$ cat src/mesc_defines.svh
// Register offsets, field positions and limits of the error statistics counters
`ifndef MESC_DEFINES_SVH
`define MESC_DEFINES_SVH

// Counter indices
`define MESC_ALIGN_IDX 0
`define MESC_DEFER_IDX 1
`define MESC_LATE_IDX 2
`define MESC_EXCESS_IDX 3
`define MESC_UNDER_IDX 4
`define MESC_CARRIER_IDX 5
`define MESC_NOBUF_IDX 6
`define MESC_OVERRUN_IDX 7
`define MESC_NCNT 8
`define MESC_CW 16

// Counter widths
`define MESC_W_ALIGN 8
`define MESC_W_DEFER 16
`define MESC_W_LATE 8
`define MESC_W_EXCESS 8
`define MESC_W_UNDER 8
`define MESC_W_CARRIER 8
`define MESC_W_NOBUF 16
`define MESC_W_OVERRUN 8

// Byte offsets
`define MESC_AW 8
`define MESC_OFS_ALIGN 8'h00
`define MESC_OFS_DEFER 8'h04
`define MESC_OFS_LATE 8'h08
`define MESC_OFS_EXCESS 8'h0c
`define MESC_OFS_UNDER 8'h10
`define MESC_OFS_CARRIER 8'h14
`define MESC_OFS_NOBUF 8'h18
`define MESC_OFS_OVERRUN 8'h1c
`define MESC_OFS_STAT 8'h20
`define MESC_OFS_CLR 8'h24
`define MESC_OFS_EN 8'h28
`define MESC_OFS_CTRL 8'h2c

// Control register bit positions
`define MESC_CTRL_DUPLEX 0
`define MESC_CTRL_RXEN 3
`define MESC_CTRL_STWE 7
`define MESC_CTRL_BIG 8

// Frame length limits in bytes
`define MESC_LW 11
`define MESC_MIN_LEN 11'd64
`define MESC_MAX_LEN 11'd1518
`define MESC_MAX_LEN_BIG 11'd1536
`define MESC_COLW 5

`endif

$ cat src/mesc_pkg.sv
// Types shared by the error statistics counter block
`include "mesc_defines.svh"
package mesc_pkg;
   // Receive frame report, one-cycle valid
   typedef struct packed {
      logic done;
      logic len_odd;
      logic crc_bad;
      logic symbol_err;
      logic [`MESC_LW-1:0] len;
      logic addr_match;
      logic no_buffer;
      logic overrun;
   } mesc_rx_rpt_s;

   // Transmit frame report, one-cycle valid
   typedef struct packed {
      logic done;
      logic deferred;
      logic [`MESC_COLW-1:0] collisions;
      logic late_col;
      logic excess_col;
      logic underrun;
      logic crs_seen;
      logic crs_dropped;
   } mesc_tx_rpt_s;

   // Register access toward the register file
   typedef struct packed {
      logic valid;
      logic write;
      logic [`MESC_AW-1:0] addr;
      logic [31:0] wdata;
   } mesc_breq_s;

   typedef struct packed {
      logic pend;
      logic write;
      logic in_range;
      logic [`MESC_AW-1:0] addr;
      logic [31:0] rdata;
   } mesc_ahb_s;

   typedef struct packed {
      logic [`MESC_CW-1:0] cnt;
   } mesc_cnt_s;

   typedef struct packed {
      logic [`MESC_NCNT-1:0] ev;
      logic col_pulse;
      logic [`MESC_NCNT-1:0] status;
      logic [`MESC_NCNT-1:0] enable;
      logic duplex;
      logic rx_en;
      logic stat_we;
      logic big_frames;
   } mesc_main_s;
endpackage : mesc_pkg

$ cat src/mesc_ahb_slave.sv
// AHB-Lite slave front end with one wait state for every transfer
`timescale 1ns/1ps
module mesc_ahb_slave
   import mesc_pkg::*;
(
   // Clock and reset
   input wire logic core_clk,
   input wire logic rst,
   // AHB-Lite
   input wire logic hsel,
   input wire logic [31:0] haddr,
   input wire logic [1:0] htrans,
   input wire logic hwrite,
   input wire logic [2:0] hsize,
   input wire logic [31:0] hwdata,
   input wire logic hready,
   output logic hreadyout,
   output logic hresp,
   output logic [31:0] hrdata,
   // Register file side
   output mesc_breq_s breq,
   input wire logic [31:0] reg_rdata
);
   mesc_ahb_s st;
   mesc_ahb_s next_st;
   logic take;

   // Only whole-word transfers are expected; hsize is not checked
   assign take = hsel & htrans[1] & hready & !st.pend;

   always_comb begin
      next_st = st;
      if (take) begin
         next_st.pend = 1'b1;
         next_st.write = hwrite;
         next_st.in_range = (haddr[31:`MESC_AW] == '0);
         next_st.addr = haddr[`MESC_AW-1:0];
      end else if (st.pend) begin
         next_st.pend = 1'b0;
         next_st.rdata = (st.write || !st.in_range) ? 32'h0000_0000 : reg_rdata;
      end
   end

   always_ff @(posedge core_clk or posedge rst) begin
      if (rst) begin
         st <= '0;
      end else begin
         st <= next_st;
      end
   end

   assign breq.valid = st.pend & st.in_range;
   assign breq.write = st.write;
   assign breq.addr = st.addr;
   assign breq.wdata = hwdata;
   assign hreadyout = !st.pend;
   assign hresp = 1'b0;
   assign hrdata = st.rdata;
endmodule : mesc_ahb_slave

$ cat src/mesc_sat_counter.sv
// Saturating statistics counter with clear on read and gated write
`timescale 1ns/1ps
module mesc_sat_counter
   import mesc_pkg::*;
#(
   parameter int WIDTH = 8
)
(
   // Clock and reset
   input wire logic core_clk,
   input wire logic rst,
   // Control
   input wire logic inc,
   input wire logic rd_clr,
   input wire logic wr,
   input wire logic [`MESC_CW-1:0] wdata,
   // Value
   output logic [`MESC_CW-1:0] count
);
   localparam logic [`MESC_CW-1:0] MASK = `MESC_CW'((1 << WIDTH) - 1);
   mesc_cnt_s st;
   mesc_cnt_s next_st;
   logic [`MESC_CW-1:0] base;

   always_comb begin
      next_st = st;
      base = st.cnt;
      if (wr) begin
         next_st.cnt = wdata & MASK;
      end else begin
         base = rd_clr ? '0 : st.cnt;
         if (inc && base != MASK) begin
            base = base + `MESC_CW'(1);
         end
         next_st.cnt = base;
      end
   end

   always_ff @(posedge core_clk or posedge rst) begin
      if (rst) begin
         st <= '0;
      end else begin
         st <= next_st;
      end
   end

   assign count = st.cnt & MASK;
endmodule : mesc_sat_counter

$ cat src/mesc_stat_counters.sv
// Error statistics counters of the MAC with AHB-Lite register access and interrupt
`timescale 1ns/1ps
// Operation
// - Count odd-bit frames of valid length with bad truncated CRC as alignment errors.
// - Symbol error in valid-length odd-bit frame also counts as alignment error.
// - 16-bit counter of frames deferred on first attempt by carrier sense.
// - Deferred count ignores frames with any collision or underrun.
// - 8-bit counter of frames colliding after the 512-bit slot time.
// - Late collision also credited to ordinary collision statistics.
// - 8-bit counter of frames abandoned after 16 collisions.
// - 8-bit counter of frames lost to transmit DMA underrun.
// - An underrun frame advances no other counter.
// - 8-bit counter of clean frames where carrier was missing or dropped.
// - Carrier error counted only in half duplex.
// - Carrier error affects nothing but its own counter.
// - 16-bit counter of matched frames dropped for lack of receive buffer.
// - 8-bit counter of recognised frames lost to receive DMA overrun.
// - Counters clear on read and saturate at all ones.
// - Receive counters advance only while receive is enabled.
// - Counter writes take effect only with statistics write enable set.
module mesc_stat_counters
   import mesc_pkg::*;
(
   // Clock and reset
   input wire logic core_clk,
   input wire logic rst,
   // AHB-Lite
   input wire logic hsel,
   input wire logic [31:0] haddr,
   input wire logic [1:0] htrans,
   input wire logic hwrite,
   input wire logic [2:0] hsize,
   input wire logic [31:0] hwdata,
   input wire logic hready,
   output logic hreadyout,
   output logic hresp,
   output logic [31:0] hrdata,
   // Frame reports from the MAC datapath
   input mesc_rx_rpt_s rx_rpt,
   input mesc_tx_rpt_s tx_rpt,
   // Toward the ordinary collision statistics
   output logic collision_credit,
   // Interrupt
   output logic irq
);
   mesc_main_s st;
   mesc_main_s next_st;
   mesc_breq_s breq;
   logic [31:0] reg_rdata;
   logic [`MESC_NCNT-1:0] inc;
   logic [`MESC_NCNT-1:0] rd_clr;
   logic [`MESC_NCNT-1:0] cnt_wr;
   logic [`MESC_NCNT-1:0][`MESC_CW-1:0] counts;
   logic rx_len_ok;
   logic tx_clean;
   logic tx_ok;
   logic wr_op;
   logic rd_op;

   // Offset of a counter index
   function automatic logic [`MESC_AW-1:0] cnt_ofs(input int idx);
      case (idx)
         `MESC_ALIGN_IDX: cnt_ofs = `MESC_OFS_ALIGN;
         `MESC_DEFER_IDX: cnt_ofs = `MESC_OFS_DEFER;
         `MESC_LATE_IDX: cnt_ofs = `MESC_OFS_LATE;
         `MESC_EXCESS_IDX: cnt_ofs = `MESC_OFS_EXCESS;
         `MESC_UNDER_IDX: cnt_ofs = `MESC_OFS_UNDER;
         `MESC_CARRIER_IDX: cnt_ofs = `MESC_OFS_CARRIER;
         `MESC_NOBUF_IDX: cnt_ofs = `MESC_OFS_NOBUF;
         default: cnt_ofs = `MESC_OFS_OVERRUN;
      endcase
   endfunction : cnt_ofs

   // Width of a counter index
   function automatic int cnt_width(input int idx);
      case (idx)
         `MESC_ALIGN_IDX: cnt_width = `MESC_W_ALIGN;
         `MESC_DEFER_IDX: cnt_width = `MESC_W_DEFER;
         `MESC_LATE_IDX: cnt_width = `MESC_W_LATE;
         `MESC_EXCESS_IDX: cnt_width = `MESC_W_EXCESS;
         `MESC_UNDER_IDX: cnt_width = `MESC_W_UNDER;
         `MESC_CARRIER_IDX: cnt_width = `MESC_W_CARRIER;
         `MESC_NOBUF_IDX: cnt_width = `MESC_W_NOBUF;
         default: cnt_width = `MESC_W_OVERRUN;
      endcase
   endfunction : cnt_width

   // Length window, extended when large frames are allowed
   function automatic logic len_valid(input logic [`MESC_LW-1:0] len, input logic big);
      logic [`MESC_LW-1:0] max_len;
      max_len = big ? `MESC_MAX_LEN_BIG : `MESC_MAX_LEN;
      len_valid = (len >= `MESC_MIN_LEN) && (len <= max_len);
   endfunction : len_valid

   mesc_ahb_slave u_ahb (
      .core_clk(core_clk),
      .rst(rst),
      .hsel(hsel),
      .haddr(haddr),
      .htrans(htrans),
      .hwrite(hwrite),
      .hsize(hsize),
      .hwdata(hwdata),
      .hready(hready),
      .hreadyout(hreadyout),
      .hresp(hresp),
      .hrdata(hrdata),
      .breq(breq),
      .reg_rdata(reg_rdata)
   );

   assign wr_op = breq.valid & breq.write;
   assign rd_op = breq.valid & !breq.write;

   // Frame classification
   always_comb begin
      rx_len_ok = len_valid(rx_rpt.len, st.big_frames);
      tx_clean = (tx_rpt.collisions == '0) && !tx_rpt.late_col && !tx_rpt.excess_col;
      tx_ok = tx_rpt.done && !tx_rpt.underrun;
      inc = '0;
      inc[`MESC_ALIGN_IDX] = rx_rpt.done && st.rx_en && rx_rpt.len_odd && rx_len_ok &&
                           (rx_rpt.crc_bad || rx_rpt.symbol_err);
      inc[`MESC_DEFER_IDX] = tx_ok && tx_rpt.deferred && tx_clean;
      inc[`MESC_LATE_IDX] = tx_ok && tx_rpt.late_col;
      inc[`MESC_EXCESS_IDX] = tx_ok && tx_rpt.excess_col;
      inc[`MESC_UNDER_IDX] = tx_rpt.done && tx_rpt.underrun;
      inc[`MESC_CARRIER_IDX] = tx_ok && tx_clean && !st.duplex &&
                           (!tx_rpt.crs_seen || tx_rpt.crs_dropped);
      inc[`MESC_NOBUF_IDX] = rx_rpt.done && st.rx_en && rx_rpt.addr_match && rx_rpt.no_buffer;
      inc[`MESC_OVERRUN_IDX] = rx_rpt.done && st.rx_en && rx_rpt.addr_match && rx_rpt.overrun;
   end

   // Register decode
   always_comb begin
      rd_clr = '0;
      cnt_wr = '0;
      for (int i = 0; i < `MESC_NCNT; i++) begin
         rd_clr[i] = rd_op && (breq.addr == cnt_ofs(i));
         cnt_wr[i] = wr_op && st.stat_we && (breq.addr == cnt_ofs(i));
      end
   end

   generate
      for (genvar g = 0; g < `MESC_NCNT; g++) begin : g_cnt
         mesc_sat_counter #(
            .WIDTH(cnt_width(g))
         ) u_cnt (
            .core_clk(core_clk),
            .rst(rst),
            .inc(inc[g]),
            .rd_clr(rd_clr[g]),
            .wr(cnt_wr[g]),
            .wdata(breq.wdata[`MESC_CW-1:0]),
            .count(counts[g])
         );
      end
   endgenerate

   // Read data; unused upper bits and unmapped offsets read zero
   always_comb begin
      reg_rdata = 32'h0000_0000;
      for (int i = 0; i < `MESC_NCNT; i++) begin
         if (breq.addr == cnt_ofs(i)) begin
            reg_rdata = {{(32 - `MESC_CW){1'b0}}, counts[i]};
         end
      end
      case (breq.addr)
         `MESC_OFS_STAT: reg_rdata = {{(32 - `MESC_NCNT){1'b0}}, st.status};
         `MESC_OFS_EN: reg_rdata = {{(32 - `MESC_NCNT){1'b0}}, st.enable};
         `MESC_OFS_CTRL: begin
            reg_rdata[`MESC_CTRL_DUPLEX] = st.duplex;
            reg_rdata[`MESC_CTRL_RXEN] = st.rx_en;
            reg_rdata[`MESC_CTRL_STWE] = st.stat_we;
            reg_rdata[`MESC_CTRL_BIG] = st.big_frames;
         end
         default: begin
         end
      endcase
   end

   // State update
   always_comb begin
      next_st = st;
      next_st.ev = inc;
      next_st.col_pulse = inc[`MESC_LATE_IDX];
      if (wr_op && breq.addr == `MESC_OFS_EN) begin
         next_st.enable = breq.wdata[`MESC_NCNT-1:0];
      end
      if (wr_op && breq.addr == `MESC_OFS_CTRL) begin
         next_st.duplex = breq.wdata[`MESC_CTRL_DUPLEX];
         next_st.rx_en = breq.wdata[`MESC_CTRL_RXEN];
         next_st.stat_we = breq.wdata[`MESC_CTRL_STWE];
         next_st.big_frames = breq.wdata[`MESC_CTRL_BIG];
      end
      // Sticky events; a new event wins over a clear in the same cycle
      if (wr_op && breq.addr == `MESC_OFS_CLR) begin
         next_st.status = (st.status & ~breq.wdata[`MESC_NCNT-1:0]) | inc;
      end else begin
         next_st.status = st.status | inc;
      end
   end

   always_ff @(posedge core_clk or posedge rst) begin
      if (rst) begin
         st <= '0;
      end else begin
         st <= next_st;
      end
   end

   assign collision_credit = st.col_pulse;
   assign irq = |(st.status & st.enable);
endmodule : mesc_stat_counters

$ cat config.mk
export PLATFORM = sky130hd
export DESIGN_NAME = mesc_stat_counters
export DESIGN_NICKNAME = d
export VERILOG_FILES = /design/src/mesc_pkg.sv /design/src/mesc_ahb_slave.sv /design/src/mesc_sat_counter.sv /design/src/mesc_stat_counters.sv
export VERILOG_INCLUDE_DIRS = /design/src
export SDC_FILE = /design/constraint.sdc
export NUM_CORES = 1
export LEC_CHECK = 0
export BUFFER_PORTS_ARGS = -buffer_cell sky130_fd_sc_hd__buf_2
export CAP_MARGIN = 20
export CELL_PAD_IN_SITES_DETAIL_PLACEMENT = 1
export CELL_PAD_IN_SITES_GLOBAL_PLACEMENT = 2
export CORE_ASPECT_RATIO = 0.9
export CORE_UTILIZATION = 37
export CTS_CLUSTER_SIZE = 28
export DETAILED_ROUTE_END_ITERATION = 7
export PLACE_DENSITY = 0.89
export SETUP_SLACK_MARGIN = 0.1
export SYNTH_ARGS = -nofsm -noshare
export SYNTH_HDL_FRONTEND = slang
export SYNTH_HIERARCHICAL = 1
export SYNTH_SLANG_ARGS = --single-unit
$ cat constraint.sdc
create_clock -name core_clk -period 4.35 [get_ports core_clk]
set_input_delay 0.87 -clock core_clk [delete_from_list [all_inputs] [get_ports core_clk]]
set_output_delay 0.87 -clock core_clk [all_outputs]
set_load 0.005 [all_outputs]
Word-level counts from Yosys, hierarchy flattened. Index checks and enable logic that the tools add are counted.

Register bits: 192. Input port bits: 104. Output and inout port bits: 36. Logic and storage cells: 167.

Add/subtract/negate cells: 8. $lt $le $gt $ge: 2. Equal/unequal tests: 19. Mux-type cells: 42. Bitwise gates (word level): 12. Reductions and logical operators: 64.

Operators with widths (count): two-way mux 16 bit (24); two-way mux 32 bit (8); adder 16 x 1 -> 16 bit, second input constant (8); != test 16 x 8 -> 1 bit, second input constant (6); logical AND 1 bit (47); == test 8 x 5 -> 1 bit, second input constant (4); == test 8 x 6 -> 1 bit, second input constant (4); != test 16 bit, second input constant (2); zero test 24 bit (1); two-way mux 23 bit (1); AND 8 bit (2); == test 8 x 4 -> 1 bit, second input constant (2); two-way mux 8 bit (2); OR 8 bit (2); greater-or-equal comparator 11 x 7 -> 1 bit, second input constant (1); <= comparator 11 bit (1); two-way mux 10 bit (1); == test 8 x 3 -> 1 bit, second input constant (1); zero test 1 bit (8); zero test 8 bit (1); NOT 8 bit (1); OR reduction 8 bit (1); AND 1 bit (6); one-hot mux 1 bit (3 select lines) (2); other kinds (9) (11).

Logic depth before layout (Yosys ltp). Gate-level depths: netlist (run 1).

Depth in word-level cells: 11. Gate-level depth with buffers: 15. Gate-level depth less buffers: 11.

Modules after synthesis. Netlist (run 1), hierarchy kept.

By module, submodules not included: mesc_sat_counter (g_cnt[0].u_cnt ...) (times used 6, cells an instance 152, area an instance 1231.2 um^2, seq. area each 400.4 um^2); mesc_stat_counters (times used 1, cells an instance 353, area an instance 2763.9 um^2, seq. area each 525.5 um^2); mesc_ahb_slave (times used 1, cells an instance 183, area an instance 2202.1 um^2, seq. area each 1076.0 um^2); mesc_sat_counter (g_cnt[1].u_cnt ...) (times used 2, cells an instance 122, area an instance 1073.5 um^2, seq. area each 400.4 um^2).

Least setup slack after synthesis (run 1). No wires, ideal clock.

Path type: reg2reg. Start: register u_ahb.st (netlist bit u_ahb/breq[33]). End: register g_cnt[0].u_cnt/st[15] (netlist name). Setup time: 0.125 ns. Data arrival time: 3.209 ns. Data required time: 4.225 ns. Slack: 1.016 ns. Stages on the path, launching flop included: 14. Buffers on the path: 3. Clock period less this slack: 3.334 ns. Cells stage by stage: dfrtp_1 > buf_4 > or2_2 > buf_4 > or4_1 > nor2_1 > clkbuf_1 > nand2b_1 > inv_1 > ha_1 > inv_1 > nor4_2 > or4_1 > mux2_2.

RTL lines: from (decl) (line mesc_ahb_slave.sv:24) `mesc_ahb_s st;`; from (signal assigned) (line mesc_ahb_slave.sv:48) `st <= next_st;`; to (signal assigned) (line mesc_sat_counter.sv:43) `st <= next_st;`; to (decl) (line mesc_sat_counter.sv:21) `mesc_cnt_s st;`.

==> flow_summary.yaml, run 1 <==
power:
  p_sw_uw: 1695
  p_per_area_mw_per_mm2: 313.6
  p_comb_share_pct: 21.2
  leakagePower_uw: 0.006350
  power_frac_clock_pct: 34.6
  swShare_pct: 35.87
  p_int_uw: 3030
  ir_drop_mv: 0.2362
  seqPwrFrac_pct: 44.2
detailed_routing:
  drc: 0
  drt_iter0_markers: 1232
  ant_nets: 0
  routed-via-count: 13250
  wl_per_cell_um: 21.70
  routed_via_density: 6.127
  first_pass_iters: 6
  routed_wl_um: 46920
timing:
  tightest_slew_ns: 1.025
  fmax_mhz: 259.5
  fin_crit_sh_pct: 88.57
  hold_ws_ns: 0.5044
  setup_violations: 0
  tns_ns: 0
  slew-limit-headroom_pct: 31.52
  min_period_ns: 3.853
  rsz0062_at_grt: "no"
  hold_viol_final: 0
  fin_skew_ns: 0.01565
  maxSlewViolCount: 0
grt:
  busiest_layer: "met2"
  met3_usage_pct: 4.196
  grt_max_degree: 44
  grt_pass1_wl_um: 75480
  grt_use_met1_pct: 32.14
  grt_pass1_vias: 13410
  grt_overflow: 0
  grt_usage_pct: 23.89
  antenna_found_initial: 2
  grtUsageMet2_pct: 38.79
clock_tree:
  cts.sinks: 192
  ctsLongestPathBuffers: 2
  numCtsBuffers: 17
  cts_hold_buf: 0
  clkTransAtPathRegs_ns: 0.08
  clk_latency_ns: 0.47
  cts_resized: 0
  cts_setup_buffers: 0
  root_buffer: "clkbuf_16"
  cts_max_level: 4
  cts_tree: "yes"
place:
  dp_hpwl_um: 34270
  io_buffers: 118
  gp_congestion: 0.9177
  placed_cell_area_mm2: 0.01447
min_path:
  holdCritPathClass: "flop to flop"
  hold_path_depth: 2
  worstHoldEndpoint: "u_ahb/st[40]"
  holdCritStartpoint: "u_ahb/st[40]"
floorplanning:
  die_area_mm2: 0.03966
  die_x_um: 209.8
  fp.coreArea_mm2: 0.03829
  initial_utilization_pct: 37.56
  rows: 68
  die_h_um: 189.0
  pin_count: 140
cells_and_area:
  finalNetCount: 1777
  finalInstanceArea_mm2: 0.01506
  drive_gt1_share_pct: 15.61
  fill_cells: 4596
  final_core_util_pct: 39.35
  diodes: 0
  area_growth_pct: 4.759
  seq_area_mm2: 0.004807
  multi_input_area_mm2: 0.007985
logic_synthesis:
  syn_inst: 1676
  synth_area_mm2: 0.01438
  synth_warnings: 6
  synth_area_per_cell_um2: 8.580
setup_path:
  cp_max_fo: 26
  ff2ff_path_depth: 10
  reg2reg_slack_ns: 0.50
  crit_arrival_ns: 4.19
  start_kind: "flop"
  rr_endpoint: "g_cnt[5].u_cnt/st[15]"
  setup.worst_path.class: "flop to flop"
  cp-end-kind: "flop"
  cp_data_required_time_ns: 4.69
  rr_startpoint: "u_ahb/breq[35]"
job:
  drv_cap: 0
status:
  status: "completed"
==> registers in the layout, indices dropped and copies added (netlist names) <==
name and flops:
u_ahb/hrdata 32, g_cnt.u_cnt/st 96, u_ahb/breq 9, st 20, g_cnt.u_cnt/count 32, u_ahb/st 2, collision_credit 1
==> worst max-delay path, stage by stage, from the launching register on <==
cell	delay, ns
dfrtp_2	0.62
nand2b_1	0.37
or3_1	0.42
nor2_1	0.71
nand2b_1	0.25
inv_1	0.07
ha_1	0.25
inv_1	0.11
nor4_2	0.11
or4_1	0.52
mux2_2	0.28
==> per-stage QoR <==
stage | std cells | setup WS (ns) | total power, uW
2_1_floorplan | 1733 | 1.016 | 2917
3_3_place_gp | 2130 | 0.6952 | 3042
3_5_place_dp | 2130 | 0.6220 | 3093
4_1_cts | 2162 | 0.6047 | 4744
5_1_grt | 2162 | 0.3635 | 4941
6_report | 2162 | 0.4971 | 4725
==> cell usage in the layout (no fill, tap or decap), types with 9 or more instances in the layout <==
cell type and n:
buf_2 118, ha_1 14, buf_4 32, o31ai_1 23
nand2_1 147, dfrtp_1 190, a21oi_1 84, nand3_1 57
a31oi_1 26, mux2_2 30, a211o_1 9, inv_1 61
nor2b_1 29, mux2i_1 25, a22o_1 40, nor2_1 85
clkbuf_16 17, a22oi_1 24, nand4_1 47, nand2b_1 23
conb_1 65, a311o_1 9, nor4_1 31, and2_1 38
nand4b_1 19, o22ai_1 12, o2111ai_1 18, nand3b_1 12
nor3_1 11, o21ai_0 59, or3_1 26, o211ai_1 17
and3_1 33, or4_1 57, nor4_2 10
==> layer usage <==
metal	wire (um)	share of wire, %	vias to the layer above
li1	-	-	6075
met5	10	0.021	-
met2	22110	47	341
met3	2449	5.2	59
met4	1124	2.4	2
met1	21220	45	6770
==> layout make-up <==
type,count,share of cell area [%]
Multi-Input combinational cell,1236,53.01
Inverter,62,1.545
Timing Repair Buffer,150,5.515
Clock inverter,15,1.130
Sequential cell,192,31.91
Clock buffer,17,2.824
Tap cell,490,4.070
==> power by group through the flow <==
stage | clock network [uW] | logic (uW) | registers [uW]
2_1_floorplan | 0 | 904 | 2010
3_3_place_gp | 0 | 932 | 2110
3_5_place_dp | 0 | 976 | 2120
4_1_cts | 1670 | 989 | 2080
5_1_grt | 1740 | 1100 | 2110
6_report | 1630 | 1000 | 2090
==> worst max path at each step <==
stage / startpoint / endpoint / slack [ns] / cells past startpoint
CTS: u_ahb/breq[35] / g_cnt[5].u_cnt/st[15] / 0.60 / 10
global route: u_ahb/breq[35] / g_cnt[5].u_cnt/st[15] / 0.36 / 10
detailed placement: u_ahb/breq[35] / g_cnt[5].u_cnt/st[15] / 0.62 / 10
floorplan: u_ahb/breq[33] / g_cnt[0].u_cnt/st[15] / 1.02 / 13
finish: u_ahb/breq[35] / g_cnt[5].u_cnt/st[15] / 0.50 / 10
global placement: u_ahb/breq[35] / g_cnt[5].u_cnt/st[15] / 0.70 / 10
(Power assumes the default switching activity.)
==> run 2: changes to the inputs <==
--- a/config.mk
+++ b/config.mk
@@ -11,12 +11,12 @@
 export CELL_PAD_IN_SITES_DETAIL_PLACEMENT = 1
 export CELL_PAD_IN_SITES_GLOBAL_PLACEMENT = 2
 export CORE_ASPECT_RATIO = 0.9
-export CORE_UTILIZATION = 37
+export CORE_UTILIZATION = 36
 export CTS_CLUSTER_SIZE = 28
 export DETAILED_ROUTE_END_ITERATION = 7
+export HOLD_SLACK_MARGIN = 0.12
 export PLACE_DENSITY = 0.89
 export SETUP_SLACK_MARGIN = 0.1
 export SYNTH_ARGS = -nofsm -noshare
 export SYNTH_HDL_FRONTEND = slang
-export SYNTH_HIERARCHICAL = 1
 export SYNTH_SLANG_ARGS = --single-unit
==> flow_summary.yaml, run 2 <==
power:
  ir_drop_mv: 0.2982
  power_uw: 4132
  p_per_area_mw_per_mm2: 339.2
  leakagePower_uw: 0.005252
setup_path:
  ff2ff_path_depth: 11
  rr_endpoint: "g_cnt[7].u_cnt.st[2]"
  cp_max_fo: 10
  cp_top_family: "simple AND/OR/NAND/NOR gates"
  rr_startpoint: "u_ahb.breq[37]"
  cp-end-kind: "flop"
  crit_path_cell_trace: "or4b_2 -> nor2_1 -> nand2_1 -> and2_1 -> ha_1 -> and3_1 -> nand4_1 -> o31a_1 -> nand2_1 -> xor2_1 -> mux2_2"
  path_buf_inv: 0
  cp_common_cell: "nand2_1"
  crit_arrival_ns: 3.95
  cp_slowest_stage_delay_ns: 0.85
  setup.worst_path.class: "flop to flop"
  reg2reg_slack_ns: 0.73
  cp_data_required_time_ns: 4.68
  crit_slowest_cell: "or4b_2"
  start_kind: "flop"
clock_tree:
  cts_hold_buf: 0
  clk_latency_ns: 0.45
  cts_resized: 0
  cts.sinks: 176
  cts_tree: "yes"
  numCtsBuffers: 17
  ctsLongestPathBuffers: 2
  clkTransAtPathRegs_ns: 0.07
  root_buffer: "clkbuf_16"
  cts_max_level: 4
  cts_setup_buffers: 0
cells_and_area:
  final_core_util_pct: 41.67
  largest_register: "g_cnt.u_cnt.st"
  finalInstanceArea_mm2: 0.01218
  drive_gt1_share_pct: 14.16
  finalNetCount: 1436
  area_growth_pct: 12.50
  diodes: 0
  seq_area_mm2: 0.004404
  fill_cells: 3504
  final_cell_mix: "nand2_1, dfrtp_1, buf_2"
  multi_input_area_mm2: 0.005931
  largest_reg_flops: 96
  final_cells: 1724
  final_common_cell: "nand2_1"
job:
  drv_cap: 0
logic_synthesis:
  synth_area_per_cell_um2: 8.725
  syn_inst: 1241
  yosys.area_share.simple_pct: 26.77
  synth_fa_ha_area_share_pct: 1.849
  yosysMostFrequentCell: "nand2_1"
  ys_top_cells_by_count: "nand2_1, dfrtp_1, nor2_1"
  synth_top_family_by_area: "simple AND/OR/NAND/NOR gates"
  synth_warnings: 0
  synth_top_area_share_pct: 40.67
  synth_area_leaders: "dfrtp_1, nand2_1, xor2_1"
  ys_seq_elements: 176
  ys_seq_area_share_pct: 40.67
  synth_ff_type: "dfrtp_1"
  synth_xor_area_share_pct: 7.199
  synth.largest_area_cell: "dfrtp_1"
  synth_edf_count: 0
  synth_mux_area_share_pct: 3.859
  synth_area_mm2: 0.01083
  synthArstFlopShare_pct: 100.0
  synth_compound_area_share_pct: 14.50
  ys_types: 74
timing:
  min_period_ns: 3.621
  setup_violations: 0
  slew-limit-headroom_pct: 29.63
  rsz0062_at_grt: "no"
  fin_crit_sh_pct: 83.23
  fmax_mhz: 276.2
  tns_ns: 0
  tightest_slew_ns: 1.055
  hold_viol_final: 0
  fin_skew_ns: 0.02213
  maxSlewViolCount: 0
detailed_routing:
  routed_wl_um: 36290
  routed_via_density: 5.839
  drt_iter0_markers: 855
  ant_nets: 0
  first_pass_iters: 5
  wl_per_cell_um: 21.05
  routed-via-count: 10070
  drc: 0
grt:
  grt_usage_pct: 24.26
  grt_use_met1_pct: 35.01
  grt_overflow: 0
  grt_pass1_wl_um: 57630
  grtUsageMet2_pct: 36.63
  antenna_found_initial: 0
  grt_max_degree: 177
  met3_usage_pct: 4.723
  busiest_layer: "met2"
  grt_pass1_vias: 10220
min_path:
  hold_path_depth: 1
  holdCritPathClass: "flop to flop"
  holdCritStartpoint: "u_ahb.hrdata[13]"
  worstHoldEndpoint: "u_ahb.hrdata[13]"
floorplanning:
  pin_count: 140
  initial_utilization_pct: 37.04
  fp.coreArea_mm2: 0.02923
  die_area_mm2: 0.03078
  die_x_um: 184.8
  rows: 59
  die_h_um: 166.5
place:
  dp_hpwl_um: 26210
  placed_cell_area_mm2: 0.01161
  gp_congestion: 0.9416
  numPlacedInstances: 1693
  io_buffers: 102
status:
  status: "completed"
==> run 2: kinds of logic (layout without fill, tap and decap cells) <==
kind of cell / after synthesis / in the layout
simple gates: 567 / 567
compound gates: 247 / 247
flops: 176 / 176
buf+inv: 109 / 180
xor+xnor: 89 / 89
mux: 36 / 36
fa+ha+maj: 16 / 16
other cells: 1 / 17
==> run 2: worst max path at each step <==
stage,startpoint,to,cells past startpoint
floorplan,u_ahb.breq[32],g_cnt[0].u_cnt.st[15],12
finish,u_ahb.breq[37],g_cnt[7].u_cnt.st[2],11
global placement,u_ahb.breq[35],g_cnt[1].u_cnt.count[3],12
CTS,u_ahb.breq[37],g_cnt[7].u_cnt.st[2],11
detailed placement,u_ahb.breq[37],g_cnt[7].u_cnt.st[2],11
global route,u_ahb.breq[35],g_cnt[5].u_cnt.st[5],13
==> run 2: per-layer routing <==
layer,vias to the layer above,share of wire (%)
li1,4603,-
met1,5102,47
met2,308,45
met3,53,6.4
met4,0,2.0
met5,-,0
==> run 2: final cells by class <==
| class | count | area share (%) |
|---|---|---|
| clock buffer | 24 | 4.037 |
| clock inverter | 7 | 0.6368 |
| inverter | 26 | 0.8320 |
| multi-input combinational | 972 | 48.69 |
| sequential | 176 | 36.15 |
| tap | 396 | 4.067 |
| timing repair buffer | 123 | 5.588 |
==> run 2: where the power goes <==
part	leakage, uW	internal (uW)	total [uW]	switching (uW)
Clock	0.000265	850	1530	678
Combinational	0.00271	275	673	397
Sequential	0.00228	1750	1930	184
==> run 2: through the flow <==
step | hold WS (ns) | setup slack (ns)
2_1_floorplan | 0.4560 | 0.9253
3_3_place_gp | 0.4707 | 0.8428
3_5_place_dp | 0.4718 | 0.7672
4_1_cts | 0.4912 | 0.7541
5_1_grt | 0.5084 | 0.4398
6_report | 0.4868 | 0.7293
